===== src/hdl/amc_pkg.sv =====
package amc_pkg;

  // ------------------------------------------------------------------
  // Register port
  // ------------------------------------------------------------------
  localparam int          AMC_AXES   = 2;
  localparam logic [2:0]  A_AXSEL    = 3'h0;
  localparam logic [2:0]  A_MODE     = 3'h1;
  localparam logic [2:0]  A_GPOUT    = 3'h2;
  localparam logic [2:0]  A_SERVO    = 3'h3;
  localparam logic [2:0]  A_ERR      = 3'h4;
  localparam logic [2:0]  A_PINS     = 3'h5;
  localparam logic [1:0]  SEL_RST    = 2'h1;
  localparam logic [15:0] MODE_RST   = 16'h0000;
  localparam logic [15:0] GPOUT_RST  = 16'h0000;
  localparam int          ERR_ALARM  = 14;
  localparam int          FE_SERVO   = 2;
  localparam int          FE_JOG     = 3;

  // ------------------------------------------------------------------
  // Timing
  // ------------------------------------------------------------------
  localparam int CLK_PERIOD_NS = 20;
  localparam int FILT_T0_NS    = 2000;
  localparam int FILT_T1_NS    = 256000;
  localparam int FILT_T0_CYC   =
    (FILT_T0_NS + CLK_PERIOD_NS - 1) / CLK_PERIOD_NS;
  localparam int FILT_T1_CYC   =
    (FILT_T1_NS + CLK_PERIOD_NS - 1) / CLK_PERIOD_NS;

  // ------------------------------------------------------------------
  // Types
  // ------------------------------------------------------------------
  typedef enum logic [1:0] {
    EXT_OFF    = 2'b00,
    EXT_CONT   = 2'b01,
    EXT_FIXED  = 2'b10,
    EXT_PULSER = 2'b11
  } amc_ext_t;

  typedef struct packed {
    logic [2:0] filter_time_constant;
    logic [4:0] input_filter_enables;
    logic       output_pin_source_select;
    logic       ring_counter_enable;
    logic       triangle_prevent_enable;
    amc_ext_t   ext_drive_mode;
    logic       scurve_profile_select;
    logic       separate_decel_rate_enable;
    logic       manual_decel_select;
  } amc_mode_t;

  typedef struct packed {
    logic in_position_level;
    logic alarm_level;
    logic servo_alarm_enable;
  } amc_servo_t;

  typedef struct packed {
    logic        jerk_rising;
    logic        jerk_falling;
    logic        pulsing;
    logic        driving;
    logic        accel;
    logic        constant_speed;
    logic        decel;
    logic        cmp_real_sel;
    logic        auto_decel_hit;
    logic        manual_decel_hit;
    logic [15:0] accel_rate;
    logic [15:0] decel_rate;
    logic [31:0] logic_pos;
    logic [31:0] real_pos;
    logic [31:0] cmp_plus;
    logic [31:0] cmp_minus;
  } amc_stat_t;

  typedef struct packed {
    logic        cont_plus;
    logic        cont_minus;
    logic        fixed_plus;
    logic        fixed_minus;
    logic        stop;
    logic        inpos_ok;
    logic        decel_start;
    logic [15:0] rate;
  } amc_ctl_t;

  typedef struct packed {
    logic [1:0]             sel;
    amc_mode_t [1:0]        mode;
    amc_servo_t [1:0]       servo;
    logic [15:0]            gpout;
    logic [1:0]             alarm;
    logic [15:0]            rdata;
    logic [1:0][3:0][19:0]  cnt;
    logic [1:0][3:0]        filt;
    logic [1:0][3:0]        prev;
    logic [1:0][7:0]        pins;
    amc_ctl_t [1:0]         ctl;
  } amc_state_t;

endpackage


===== src/hdl/amc_axis_mode.sv =====
`timescale 1ns/1ps
module amc_axis_mode
  import amc_pkg::*;
#(
  parameter int FILT_CYC_BASE = FILT_T1_CYC
) (
  // Clock and reset
  input  wire logic             I_CLK,
  input  wire logic             I_RST_N,
  // Register port
  input  wire logic [2:0]       I_ADDR,
  input  wire logic [15:0]      I_WDATA,
  input  wire logic             I_WR,
  input  wire logic             I_RD,
  output logic      [15:0]      O_RDATA,
  // Axis input pins, one bit per axis
  input  wire logic [1:0]       I_JOG_PLUS_N,
  input  wire logic [1:0]       I_JOG_MINUS_N,
  input  wire logic [1:0]       I_ALARM,
  input  wire logic [1:0]       I_INPOS,
  // Motion engine side
  input  wire amc_stat_t [1:0]  I_STAT,
  output amc_mode_t [1:0]       O_CFG,
  output amc_ctl_t [1:0]        O_CTL,
  // Output pins, one byte per axis
  output logic [1:0][7:0]       O_OUT_PINS
);

  // ------------------------------------------------------------------
  // Helpers
  // ------------------------------------------------------------------
  function automatic logic [19:0] filt_limit(input logic [2:0] tc);
    if (tc == 3'h0) begin
      filt_limit = 20'(FILT_T0_CYC);
    end else begin
      filt_limit = 20'(FILT_CYC_BASE << (tc - 3'h1));
    end
  endfunction

  function automatic logic [31:0] sel_pos(input amc_stat_t s);
    sel_pos = s.cmp_real_sel ? s.real_pos : s.logic_pos;
  endfunction

  // ------------------------------------------------------------------
  // State
  // ------------------------------------------------------------------
  amc_state_t q;
  amc_state_t d;

  logic       rd_axis;
  assign rd_axis = ~q.sel[0];

  always_comb begin
    logic [3:0]  raw;
    logic [19:0] nxt;
    logic [19:0] lim;
    logic        en;
    logic        jp;
    logic        jm;
    logic        jp_prev;
    logic        jm_prev;
    logic        hit;
    logic        clr;
    logic [31:0] pos;
    logic [7:0]  stat_pins;
    raw       = 4'h0;
    nxt       = 20'h0_0000;
    lim       = 20'h0_0000;
    en        = 1'b0;
    jp        = 1'b0;
    jm        = 1'b0;
    jp_prev   = 1'b0;
    jm_prev   = 1'b0;
    hit       = 1'b0;
    clr       = 1'b0;
    pos       = 32'h0000_0000;
    stat_pins = 8'h00;
    d         = q;
    d.rdata   = 16'h0000;

    // ----------------------------------------------------------------
    // Register writes
    // ----------------------------------------------------------------
    if (I_WR) begin
      case (I_ADDR)
        A_AXSEL: begin
          // A select of no axis keeps the previous choice
          if (I_WDATA[1:0] != 2'h0) begin
            d.sel = I_WDATA[1:0];
          end
        end
        A_MODE: begin
          for (int a = 0; a < AMC_AXES; a++) begin
            if (q.sel[a]) begin
              d.mode[a] = amc_mode_t'(I_WDATA);
            end
          end
        end
        A_GPOUT: begin
          d.gpout = I_WDATA;
        end
        A_SERVO: begin
          for (int a = 0; a < AMC_AXES; a++) begin
            if (q.sel[a]) begin
              d.servo[a] = amc_servo_t'(I_WDATA[2:0]);
            end
          end
        end
        default: begin
        end
      endcase
    end

    // ----------------------------------------------------------------
    // Register reads, data valid only in the following cycle
    // ----------------------------------------------------------------
    if (I_RD) begin
      case (I_ADDR)
        A_AXSEL: d.rdata = {14'h0000, q.sel};
        A_MODE:  d.rdata = q.mode[rd_axis];
        A_GPOUT: d.rdata = q.gpout;
        A_SERVO: d.rdata = {13'h0000, q.servo[rd_axis]};
        A_ERR:   d.rdata = {1'b0, q.alarm[rd_axis], 14'h0000};
        A_PINS:  d.rdata = {q.pins[1], q.pins[0]};
        default: d.rdata = 16'h0000;
      endcase
    end

    // ----------------------------------------------------------------
    // Per-axis logic
    // ----------------------------------------------------------------
    for (int a = 0; a < AMC_AXES; a++) begin
      // Jog pins are stored active high so reset means released
      raw = {I_INPOS[a], I_ALARM[a], ~I_JOG_MINUS_N[a], ~I_JOG_PLUS_N[a]};
      lim = filt_limit(q.mode[a].filter_time_constant);
      for (int k = 0; k < 4; k++) begin
        en = (k < 2) ? q.mode[a].input_filter_enables[FE_JOG]
                     : q.mode[a].input_filter_enables[FE_SERVO];
        nxt = q.cnt[a][k] + 20'h0_0001;
        d.prev[a][k] = q.filt[a][k];
        if (!en || (raw[k] == q.filt[a][k])) begin
          d.filt[a][k] = raw[k];
          d.cnt[a][k]  = 20'h0_0000;
        end else if (nxt >= lim) begin
          // Input held steady for the whole delay: accept it
          d.filt[a][k] = raw[k];
          d.cnt[a][k]  = 20'h0_0000;
        end else begin
          d.cnt[a][k]  = nxt;
        end
      end

      // Alarm: a sticky error bit and a stop level to the engine
      hit = q.servo[a].servo_alarm_enable &
            (q.servo[a].alarm_level ? q.filt[a][2] : ~q.filt[a][2]);
      clr = I_WR && (I_ADDR == A_ERR) && q.sel[a] && I_WDATA[ERR_ALARM];
      // Set wins over a clear in the same cycle
      d.alarm[a] = (q.alarm[a] & ~clr) | hit;

      // External jog inputs
      jp      = q.filt[a][0];
      jm      = q.filt[a][1];
      jp_prev = q.prev[a][0];
      jm_prev = q.prev[a][1];
      d.ctl[a].cont_plus   = 1'b0;
      d.ctl[a].cont_minus  = 1'b0;
      d.ctl[a].fixed_plus  = 1'b0;
      d.ctl[a].fixed_minus = 1'b0;
      case (q.mode[a].ext_drive_mode)
        EXT_CONT: begin
          d.ctl[a].cont_plus  = jp & ~hit;
          d.ctl[a].cont_minus = jm & ~hit;
        end
        EXT_FIXED: begin
          // Stored level rises when the pin falls
          d.ctl[a].fixed_plus  = jp & ~jp_prev & ~hit;
          d.ctl[a].fixed_minus = jm & ~jm_prev & ~hit;
        end
        EXT_PULSER: begin
          // Minus pin low gates the pulser; plus edges give direction
          if (jm) begin
            d.ctl[a].fixed_plus  = ~jp & jp_prev & ~hit;
            d.ctl[a].fixed_minus = jp & ~jp_prev & ~hit;
          end
        end
        default: begin
        end
      endcase
      d.ctl[a].stop     = hit;
      d.ctl[a].inpos_ok = q.servo[a].in_position_level ?
                          q.filt[a][3] : ~q.filt[a][3];

      // Deceleration start and active rate
      d.ctl[a].decel_start = q.mode[a].manual_decel_select ?
                             I_STAT[a].manual_decel_hit :
                             I_STAT[a].auto_decel_hit;
      // Shared rate unless the separate rate is enabled and slowing
      d.ctl[a].rate = (I_STAT[a].decel &&
                       q.mode[a].separate_decel_rate_enable) ?
                      I_STAT[a].decel_rate :
                      I_STAT[a].accel_rate;

      // Output pins
      pos = sel_pos(I_STAT[a]);
      stat_pins[0] = I_STAT[a].jerk_rising;
      stat_pins[1] = I_STAT[a].jerk_falling;
      stat_pins[2] = $signed(pos) >= $signed(I_STAT[a].cmp_plus);
      stat_pins[3] = $signed(pos) < $signed(I_STAT[a].cmp_minus);
      stat_pins[4] = I_STAT[a].pulsing;
      stat_pins[5] = I_STAT[a].driving & I_STAT[a].accel;
      stat_pins[6] = I_STAT[a].driving &
                     I_STAT[a].constant_speed;
      stat_pins[7] = I_STAT[a].driving & I_STAT[a].decel;
      if (q.mode[a].output_pin_source_select) begin
        d.pins[a] = stat_pins;
      end else begin
        d.pins[a] = q.gpout[a*8 +: 8];
      end
    end
  end

  always_ff @(posedge I_CLK) begin
    if (!I_RST_N) begin
      q       <= '0;
      q.sel   <= SEL_RST;
      q.mode  <= {AMC_AXES{MODE_RST}};
      q.gpout <= GPOUT_RST;
    end else begin
      q <= d;
    end
  end

  // ------------------------------------------------------------------
  // Outputs
  // ------------------------------------------------------------------
  // Profile, triangle prevention and ring flags go straight to the engine
  assign O_CFG      = q.mode;
  assign O_CTL      = q.ctl;
  assign O_OUT_PINS = q.pins;
  assign O_RDATA    = q.rdata;
endmodule


===== config.mk =====
export PLATFORM = sky130hd
export DESIGN_NAME = amc_axis_mode
export DESIGN_NICKNAME = d
export VERILOG_FILES = /design/src/hdl/amc_pkg.sv /design/src/hdl/amc_axis_mode.sv
export SDC_FILE = /design/constraint.sdc
export NUM_CORES = 1
export LEC_CHECK = 0
export BUFFER_PORTS_ARGS = -buffer_cell sky130_fd_sc_hd__buf_4
export CAP_MARGIN = 20
export CELL_PAD_IN_SITES_DETAIL_PLACEMENT = 0
export CELL_PAD_IN_SITES_GLOBAL_PLACEMENT = 1
export CORE_MARGIN = 2
export CORE_UTILIZATION = 41
export DETAILED_ROUTE_END_ITERATION = 8
export PLACE_DENSITY = 0.89
export SYNTH_ARGS = -nofsm -noshare
export SYNTH_HDL_FRONTEND = slang
export SYNTH_SLANG_ARGS = --single-unit

===== constraint.sdc =====
create_clock -name I_CLK -period 4.9 [get_ports I_CLK]
set_input_delay 1.47 -clock I_CLK [delete_from_list [all_inputs] [get_ports I_CLK]]
set_output_delay 1.47 -clock I_CLK [all_outputs]
set_load 0.02 [all_outputs]

==> impl_metrics.env, run 1 <==
export IMPL_ys_seq_elements=308
export IMPL_start_util_pct=41.54
export IMPL_cts_root_buffer="clkbuf_16"
export IMPL_htreeDepth=2
export IMPL_fin_crit_ns=4.088
export IMPL_layout_setup_ws_ns=0.8118
export IMPL_period_share_pct=83.43
export IMPL_dieHeight_um=229.5
export IMPL_fin_nets=3447
export IMPL_end_kind="flop"
export IMPL_synth_cell_type_count=80
export IMPL_clk_path_buf_depth=3
export IMPL_min_to="q[198]"
export IMPL_finalMaxSlewViolations=0
export IMPL_synth_commonest_cells="dfxtp_1 (308), nand2_1 (294), ha_1 (262), a21oi_1 (168), inv_1 (161)"
export IMPL_track_usage_pct=25.47
export IMPL_setup_viol=0
export IMPL_path_class="flop to flop"
export IMPL_grt_max_degree=48
export IMPL_rr_worst_depth=11
export IMPL_wirelength_um=69070
export IMPL_clkSlewWorstSetupHoldPaths_ns=0.06
export IMPL_post_cts_buffers=0
export IMPL_drtIter0Drc=963
export IMPL_cts_resized=0
export IMPL_via_per_inst=5.269
export IMPL_die_x_um=229.5
export IMPL_min_delay_path_depth=1
export IMPL_r2r_slack_ns=0.81
export IMPL_worstPathRequired_ns=5.35
export IMPL_ant_nets=0
export IMPL_cts_tree="yes"
export IMPL_crit_fanout=20
export IMPL_netlist_area_um2=20840
export IMPL_grt_pass1_vias=19030
export IMPL_remaining_drc_errors=0
export IMPL_syn_num_nets=3100
export IMPL_yosysSeqAreaShare_pct=29.59
export IMPL_n_fill_cell=4713
export IMPL_drive_gt1_share_pct=23.64
export IMPL_synth_area_top_cells="dfxtp_1 (30%), ha_1 (16%), nand2_1 (5.3%)"
export IMPL_rows=82
export IMPL_pre_cts_ws_ns=0.7630
export IMPL_die_area_um2=52650
export IMPL_routedWlPerCell_um=19.65
export IMPL_multi_input_area_um2=12940
export IMPL_tns_ns=0
export IMPL_rsz0062_at_grt="no"
export IMPL_grt_ovfl_total=0
export IMPL_power_leakage_uw=0.01173
export IMPL_hold_viol_final=0
export IMPL_dp_hpwl_um=55900
export IMPL_core_area_um2=50170
export IMPL_outcome="completed"
export IMPL_reg2reg_from="O_CFG[14]"
export IMPL_stdcell_count=3516
export IMPL_synth_top_area_cell="dfxtp_1"
export IMPL_min_path_type="flop to flop"
export IMPL_grt_pass1_wl_um=105400
export IMPL_hold_buffers=0
export IMPL_syn_instance_count=2467
export IMPL_synthFlopType="dfxtp_1"
export IMPL_netlist_area_leader_share_pct=29.59
export IMPL_peakVddDrop_mv=0.2156
export IMPL_ys_warn_count=0
export IMPL_cts_sinks=308
export IMPL_dr_pass1_iters=5
export IMPL_maxCapViolCount=0
export IMPL_p_per_area_nw_per_um2=239.7
export IMPL_cp_arrival_ns=4.54
export IMPL_cts_inserted_buffers=36
export IMPL_relSlewSlack_pct=32.75
export IMPL_vias=18530
export IMPL_cp_start_kind="flop"
export IMPL_ioPinCount=481
export IMPL_antenna_found_initial=6
export IMPL_hp_start="q[198]"
export IMPL_placed_cells=3447
export IMPL_r2r_end="q[132]"
export IMPL_yosysMostFrequentCell="dfxtp_1"
export IMPL_synth_enable_flop_cells=0
export IMPL_worstMarginPinSlew_ns=1.009
export IMPL_io_buffer_count=480
export IMPL_insertion_delay_ns=0.55
export IMPL_synth_avg_cell_area_um2=8.448
export IMPL_gp_congestion=0.9423
export IMPL_final_seq_area_um2=6166
export IMPL_holdWs_ns=0.4583
export IMPL_skew_ns=0.02291
export IMPL_fmax_mhz=244.6
export IMPL_synthToLayoutAreaGrowth_pct=22.22
export IMPL_async_flop_share_pct=0
critical path, stage by stage (launching register included):
cell and delay (ns):
dfxtp_1 0.40, inv_1 0.14, ha_1 0.39, mux2_2 0.38
a22oi_1 0.51, ha_1 0.37, a21o_1 0.18, a211oi_1 0.25
o21ai_0 0.13, a21oi_1 0.20, nand4_1 0.67, nor2b_1 0.37
flip-flops by register name, indices dropped and copies added, names as in the netlist:
| signal | count |
|---|---|
| q | 190 |
| O_CTL | 46 |
| O_CFG | 32 |
| O_OUT_PINS | 16 |
| O_RDATA | 16 |
| d | 8 |
metrics by stage:
step	utilization [%]	total power, uW	instance area [um^2]
2_1_floorplan	-	3049	20840
3_3_place_gp	48.36	3448	24260
3_5_place_dp	48.36	3453	24260
4_1_cts	50.72	6161	25440
5_1_grt	50.77	6346	25470
6_report	50.77	6105	25470
placed cells by master (no fill, tap or decap), drive strengths merged, types with 5 or more instances in the layout:
master and n:
a2111o 6, a2111oi 6, a211oi 16, a21o 35, a21oi 168, a221oi 7
a22oi 18, a31oi 7, a41oi 5, and2 21, and2b 14, and3 44
and4 21, and4b 6, buf 495, clkbuf 51, clkinv 7, dfxtp 308
diode 6, ha 262, inv 163, mux2 80, mux2i 27, nand2 294
nand2b 14, nand3 93, nand4 68, nor2 137, nor2b 116, nor3 27
nor4 8, o2111ai 6, o211a 8, o211ai 9, o21a 11, o21ai 57
or2 5, xnor2 91, xor2 69
where the power goes:
group	total, uW	internal, uW	switching, uW
logic	849	429	420
clock network	2700	1610	1090
registers	2560	2540	22.7
area by class of cell:
type                       count  area share, %
sequential                   308          24.21
clock buffer                  51          4.151
tap                          672          3.301
clock inverter                11         0.4814
antenna                        6        0.05895
timing repair buffer         495          14.60
multi-input combinational   1811          50.80
inverter                     162          2.397
per-layer routing:
metal	vias to the layer above	wire length, um	GRT usage (%)
li1	9170	-	-
met2	500	34970	46.60
met4	0	2140	8.827
met3	94	3385	3.997
met5	-	0	0
met1	8762	28580	29.95
how the worst max path moves through the flow:
stage / to / slack (ns) / from / cells past startpoint
detailed placement: O_OUT_PINS[2] / 0.76 / I_STAT[162] / 9
finish: q[132] / 0.81 / O_CFG[14] / 11
CTS: q[132] / 0.97 / O_CFG[14] / 11
floorplan: O_OUT_PINS[2] / 0.81 / I_STAT[162] / 10
global route: q[132] / 0.56 / O_CFG[14] / 11
global placement: O_OUT_PINS[2] / 0.75 / I_STAT[162] / 9
logic make-up after synthesis:
family          after synthesis  synth area share [%]
simple gates                889                 21.91
compound gates              393                 12.03
mux                         107                 5.620
fa+ha+maj                   262                 15.73
buf+inv                     348                 8.393
xor+xnor                    160                 6.724
flops                       308                 29.59
(Power assumes the default switching activity.)
==> run 2: changes to the inputs <==
--- a/config.mk
+++ b/config.mk
@@ -10,9 +10,9 @@
 export CELL_PAD_IN_SITES_DETAIL_PLACEMENT = 0
 export CELL_PAD_IN_SITES_GLOBAL_PLACEMENT = 1
 export CORE_MARGIN = 2
-export CORE_UTILIZATION = 41
+export CORE_UTILIZATION = 37
 export DETAILED_ROUTE_END_ITERATION = 8
-export PLACE_DENSITY = 0.89
+export PLACE_DENSITY = 0.85
 export SYNTH_ARGS = -nofsm -noshare
 export SYNTH_HDL_FRONTEND = slang
 export SYNTH_SLANG_ARGS = --single-unit
==> constraint.sdc (replaced) <==
create_clock -name I_CLK -period 3.64 [get_ports I_CLK]
set_input_delay 1.092 -clock I_CLK [delete_from_list [all_inputs] [get_ports I_CLK]]
set_output_delay 1.092 -clock I_CLK [all_outputs]
set_load 0.02 [all_outputs]
==> run 2 against run 1 <==
Register-to-register slack got worse by 0.62 ns. Non-clock buffer count rose by 48. Critical path depth rose by 2. Largest cell class unchanged. Critical path type unchanged. Largest power group unchanged.
==> impl_metrics.env, run 2 (synthesis results as in run 1) <==
export IMPL_outcome="completed"
export IMPL_grt_pass1_vias=19300
export IMPL_finalMaxSlewViolations=0
export IMPL_fmax_mhz=289.9
export IMPL_dp_hpwl_um=59670
export IMPL_dieHeight_um=241.3
export IMPL_synthToLayoutAreaGrowth_pct=24.72
export IMPL_fin_nets=3495
export IMPL_io_buffer_count=480
export IMPL_hold_viol_final=0
export IMPL_skew_ns=0.03074
export IMPL_largest_reg_flops=190
export IMPL_worstPathRequired_ns=4.11
export IMPL_grt_ovfl_total=0
export IMPL_power_share_switching_pct=24.57
export IMPL_cp_arrival_ns=3.91
export IMPL_power_leakage_uw=0.01198
export IMPL_tns_ns=0
export IMPL_rr_worst_depth=13
export IMPL_cts_inserted_buffers=36
export IMPL_cts_tree="yes"
export IMPL_p_comb_share_pct=14.0
export IMPL_worstMarginPinSlew_ns=0.7854
export IMPL_pwr_share_seq_pct=41.3
export IMPL_cts_resized=0
export IMPL_routedWlPerCell_um=19.84
export IMPL_wirelength_um=72140
export IMPL_slowest_stage="a2111oi_1"
export IMPL_vias=18770
export IMPL_clkSlewWorstSetupHoldPaths_ns=0.06
export IMPL_end_kind="flop"
export IMPL_drive_gt1_share_pct=24.95
export IMPL_period_share_pct=94.76
export IMPL_via_per_inst=5.162
export IMPL_p_sw_uw=2048
export IMPL_crit_buf_inv=2
export IMPL_cts_sinks=308
export IMPL_htreeDepth=2
export IMPL_p_per_area_nw_per_um2=320.7
export IMPL_cts_root_buffer="clkbuf_16"
export IMPL_grt_pass1_wl_um=109900
export IMPL_crit_fanout=20
export IMPL_maxCapViolCount=0
export IMPL_min_delay_path_depth=1
export IMPL_post_cts_buffers=0
export IMPL_ant_nets=0
export IMPL_fin_crit_ns=3.449
export IMPL_setup_viol=0
export IMPL_relSlewSlack_pct=47.57
export IMPL_core_area_um2=55420
export IMPL_cp_start_kind="flop"
export IMPL_gp_congestion=0.9802
export IMPL_final_cell_mix="buf_4 (540), dfxtp_1 (307), nand2_1 (293)"
export IMPL_hold_buffers=0
export IMPL_die_x_um=241.3
export IMPL_cp_num_cells=13
export IMPL_start_util_pct=37.61
export IMPL_top_register="q"
export IMPL_crit_chain="inv_1, ha_1, nand2b_1, mux2i_1, o21ai_0, ha_1, a21o_1, a2111oi_1, and2_1, nand2b_1, o221ai_1, buf_4, nor2b_1"
export IMPL_clk_path_buf_depth=3
export IMPL_clkPwrFrac_pct=44.6
export IMPL_track_usage_pct=24.47
export IMPL_grt_max_degree=71
export IMPL_cp_top_family="compound AO/OA/AOI/OAI gates"
export IMPL_holdWs_ns=0.4519
export IMPL_layout_commonest_cell="buf_4"
export IMPL_ioPinCount=481
export IMPL_antenna_found_initial=5
export IMPL_drtIter0Drc=884
export IMPL_peakVddDrop_mv=0.2494
export IMPL_die_area_um2=58240
export IMPL_dr_pass1_iters=5
export IMPL_min_path_type="flop to flop"
export IMPL_crit_path_max_incr_delay_ns=0.47
export IMPL_remaining_drc_errors=0
export IMPL_rows=86
export IMPL_insertion_delay_ns=0.56
export IMPL_internal_power_uw=6288
export IMPL_path_class="flop to flop"
run 2: changes by cell type in the layout (fill, tap and decap cells not counted), sizes merged:
cell | previous run | this run
bufinv | 2 | 3
clkbuf | 51 | 57
buf | 495 | 543
inv | 163 | 164
clkinvlp | 1 | 0
diode | 6 | 2
clkinv | 7 | 0
run 2: final cells by class:
| class | count | area [um^2] |
|---|---|---|
| fill | 5307 | 29420 |
| multi-input combinational | 1811 | 12950 |
| sequential | 308 | 6167 |
| timing repair buffer | 543 | 4114 |
| clock buffer | 57 | 1101 |
| tap | 748 | 935.9 |
| inverter | 162 | 610.6 |
| clock inverter | 5 | 107.6 |
| antenna | 2 | 5.005 |
run 2: routing by layer:
metal	GRT usage (%)	share of wire [%]	routed length (um)	vias to the layer above
met5	0	0.061	44	-
met4	8.418	3.3	2371	6
met3	4.034	4.8	3445	105
met2	44.24	51	36570	481
met1	29.19	41	29710	8907
li1	-	-	-	9271
run 2: power groups by stage:
stage / clock [uW] / combinational, uW / sequential (uW)
4_1_cts: 3830 / 1170 / 3440
5_1_grt: 3980 / 1280 / 3450
6_report: 3720 / 1170 / 3440
3_5_place_dp: 0 / 1160 / 3520
2_1_floorplan: 0 / 601 / 3500
3_3_place_gp: 0 / 1150 / 3520
run 2: path summary, 6_finish.rpt:
| path | start | endpoint | slack [ns] |
|---|---|---|---|
| setup / recovery | O_CFG[13] | q[89] | 0.19 |
| hold / removal | q[198] | q[198] | 0.45 |
| setup reg to reg | O_CFG[13] | q[89] | 0.19 |
| hold reg to reg | q[198] | q[198] | 0.45 |
run 2: stage by stage:
step	power (uW)	utilization [%]	area [um^2]	std cells	setup WS, ns
floorplan	4105	-	20840	2467	0.009121
global placement	4666	44.68	24760	3572	0.04656
detailed placement	4679	44.68	24760	3572	-0.02076
CTS	8439	46.86	25970	3634	0.1862
global route	8705	46.90	25990	3636	-0.007378
finish	8336	46.90	25990	3636	0.1908
==> run 3: changes to the inputs <==
--- a/config.mk
+++ b/config.mk
@@ -12,7 +12,9 @@
 export CORE_MARGIN = 2
 export CORE_UTILIZATION = 37
 export DETAILED_ROUTE_END_ITERATION = 8
+export HOLD_SLACK_MARGIN = 0.06
 export PLACE_DENSITY = 0.85
+export RECOVER_POWER = 100
 export SYNTH_ARGS = -nofsm -noshare
 export SYNTH_HDL_FRONTEND = slang
 export SYNTH_SLANG_ARGS = --single-unit
==> run 3 against run 2 <==
The run now ends with max-capacitance violations left. Clock power about the same. Core utilization decreased by 0.93 points. Cell count about the same. Worst hold slack about the same. Critical path depth decreased by 3. Flip-flop and latch count unchanged. Sequential power about the same. Global-route usage unchanged. Register-to-register slack improved by 0.02 ns. Critical endpoint is now O_OUT_PINS[3]. Via count decreased by 0.13%.
==> impl_metrics.env, run 3 (synthesis results as in run 1) <==
export IMPL_holdWs_ns=0.4520
export IMPL_drtIter0Drc=849
export IMPL_skew_ns=0.02622
export IMPL_remaining_drc_errors=0
export IMPL_cts_root_buffer="clkbuf_16"
export IMPL_dieHeight_um=241.3
export IMPL_antenna_found_initial=5
export IMPL_finalMaxSlewViolations=0
export IMPL_vias=18750
export IMPL_htreeDepth=2
export IMPL_final_cell_mix="buf_4 (410), dfxtp_1 (307), nand2_1 (293)"
export IMPL_post_cts_buffers=0
export IMPL_crit_chain="buf_4, clkbuf_2, clkbuf_2, mux2_2, ha_1, nand4_1, or2_2, nor3_1, o31a_1, o211ai_1"
export IMPL_gp_congestion=0.9802
export IMPL_grt_pass1_wl_um=109900
export IMPL_die_x_um=241.3
export IMPL_fmax_mhz=289.2
export IMPL_dr_pass1_iters=5
export IMPL_r2r_end="q[173]"
export IMPL_synthToLayoutAreaGrowth_pct=22.26
export IMPL_insertion_delay_ns=0.55
export IMPL_min_to="q[198]"
export IMPL_period_share_pct=95.00
export IMPL_tns_ns=0
export IMPL_outcome="complete, but fails checks"
export IMPL_design_area_um2=25480
export IMPL_hold_viol_final=0
export IMPL_hp_start="q[198]"
export IMPL_clkSlewWorstSetupHoldPaths_ns=0.06
export IMPL_start_util_pct=37.61
export IMPL_core_area_um2=55420
export IMPL_crit_fanout=17
export IMPL_min_delay_path_depth=1
export IMPL_place_area_um2=24760
export IMPL_relSlewSlack_pct=0.03590
export IMPL_rr_worst_depth=16
export IMPL_rows=86
export IMPL_worstPathRequired_ns=4.05
export IMPL_clk_path_buf_depth=3
export IMPL_wirelength_um=72280
export IMPL_via_per_inst=5.154
export IMPL_grt_max_degree=71
export IMPL_p_per_area_nw_per_um2=326.0
export IMPL_cp_start_kind="input pin"
export IMPL_drive_gt1_share_pct=20.76
export IMPL_path_class="input pin to flop"
export IMPL_total_power_uw=8306
export IMPL_grt_pass1_vias=19300
export IMPL_cts_tree="yes"
export IMPL_io_buffer_count=480
export IMPL_routedWlPerCell_um=19.87
export IMPL_maxCapViolCount=1
export IMPL_peakVddDrop_mv=0.2480
export IMPL_hold_buffers=0
export IMPL_cts_inserted_buffers=36
export IMPL_setup_viol=0
export IMPL_reg2reg_from="O_CFG[29]"
export IMPL_die_area_um2=58240
export IMPL_worstMarginPinSlew_ns=1.499
export IMPL_n_fill_cell=5442
export IMPL_crit_top_cell="clkbuf_2"
export IMPL_dp_hpwl_um=59670
export IMPL_ant_nets=0
export IMPL_grt_ovfl_total=0
export IMPL_fin_crit_ns=3.458
export IMPL_top_register="q"
export IMPL_power_leakage_uw=0.01147
export IMPL_min_path_type="flop to flop"
export IMPL_track_usage_pct=24.47
export IMPL_slowest_stage="clkbuf_2"
export IMPL_ioPinCount=481
export IMPL_post_route_util_pct=45.98
export IMPL_crit_path_max_incr_delay_ns=0.45
export IMPL_largest_reg_flops=190
export IMPL_cts_resized=0
export IMPL_cts_sinks=308
export IMPL_r2r_slack_ns=0.21
export IMPL_fin_nets=3495
export IMPL_violations="max-capacitance violations"
export IMPL_layout_commonest_cell="buf_4"
export IMPL_end_kind="flop"
export IMPL_cp_arrival_ns=3.86
run 3: cell types whose count changed in the layout (fill, tap and decap cells not counted), moves of 2 or more:
| cell | delta |
|---|---|
| buf_4 | -130 |
| clkbuf_1 | +119 |
| clkbuf_2 | +8 |
| clkbuf_4 | +5 |
| buf_12 | -3 |
| and2_0 | +2 |
| and2_1 | -2 |
run 3: layout make-up:
cell class	instances	area [um^2]	area share [%]
timing repair buffer	543	3607	14.16
clock inverter	5	107.6	0.4223
clock buffer	57	1101	4.322
antenna	3	7.507	0.02947
tap	748	935.9	3.673
inverter	162	609.3	2.392
sequential	308	6167	24.21
multi-input combinational	1811	12940	50.80
run 3: through the flow:
stage	setup WS [ns]	instances
final	0.1821	3637
after global routing	-0.003782	3636
after CTS	0.1862	3634
after detailed placement	-0.02076	3572
after global placement	0.04656	3572
after floorplan	0.009121	2467
run 3: how the worst max path moves through the flow:
stage,from,to,slack (ns),cells after the start
global placement,I_STAT[162],O_OUT_PINS[2],0.05,10
global route,O_CFG[13],q[134],-0.004,14
finish,I_STAT[162],O_OUT_PINS[3],0.18,10
CTS,O_CFG[13],q[89],0.19,13
detailed placement,I_STAT[162],O_OUT_PINS[3],-0.02,10
floorplan,I_STAT[332],O_OUT_PINS[11],0.009,9
run 3: report_power, final:
part,switching (uW),internal [uW]
Clock,1440,2280
Combinational,577,563
Sequential,29.1,3410
Total,2050,6260
run 3: worst max-delay path, delay by kind of cell:
kind	cells	cell delay, ns
buf+inv	3	0.88
simple gates	3	0.83
fa+ha+maj	1	0.36
compound gates	2	0.33
mux	1	0.38
run 3: metal layers:
metal | up-vias | part of all wire (%) | GRT usage [%]
met1 | 8860 | 41 | 29.19
met4 | 6 | 3.8 | 8.418
met2 | 496 | 50 | 44.24
met3 | 120 | 5.1 | 4.034
met5 | - | 0.061 | 0
li1 | 9263 | - | -
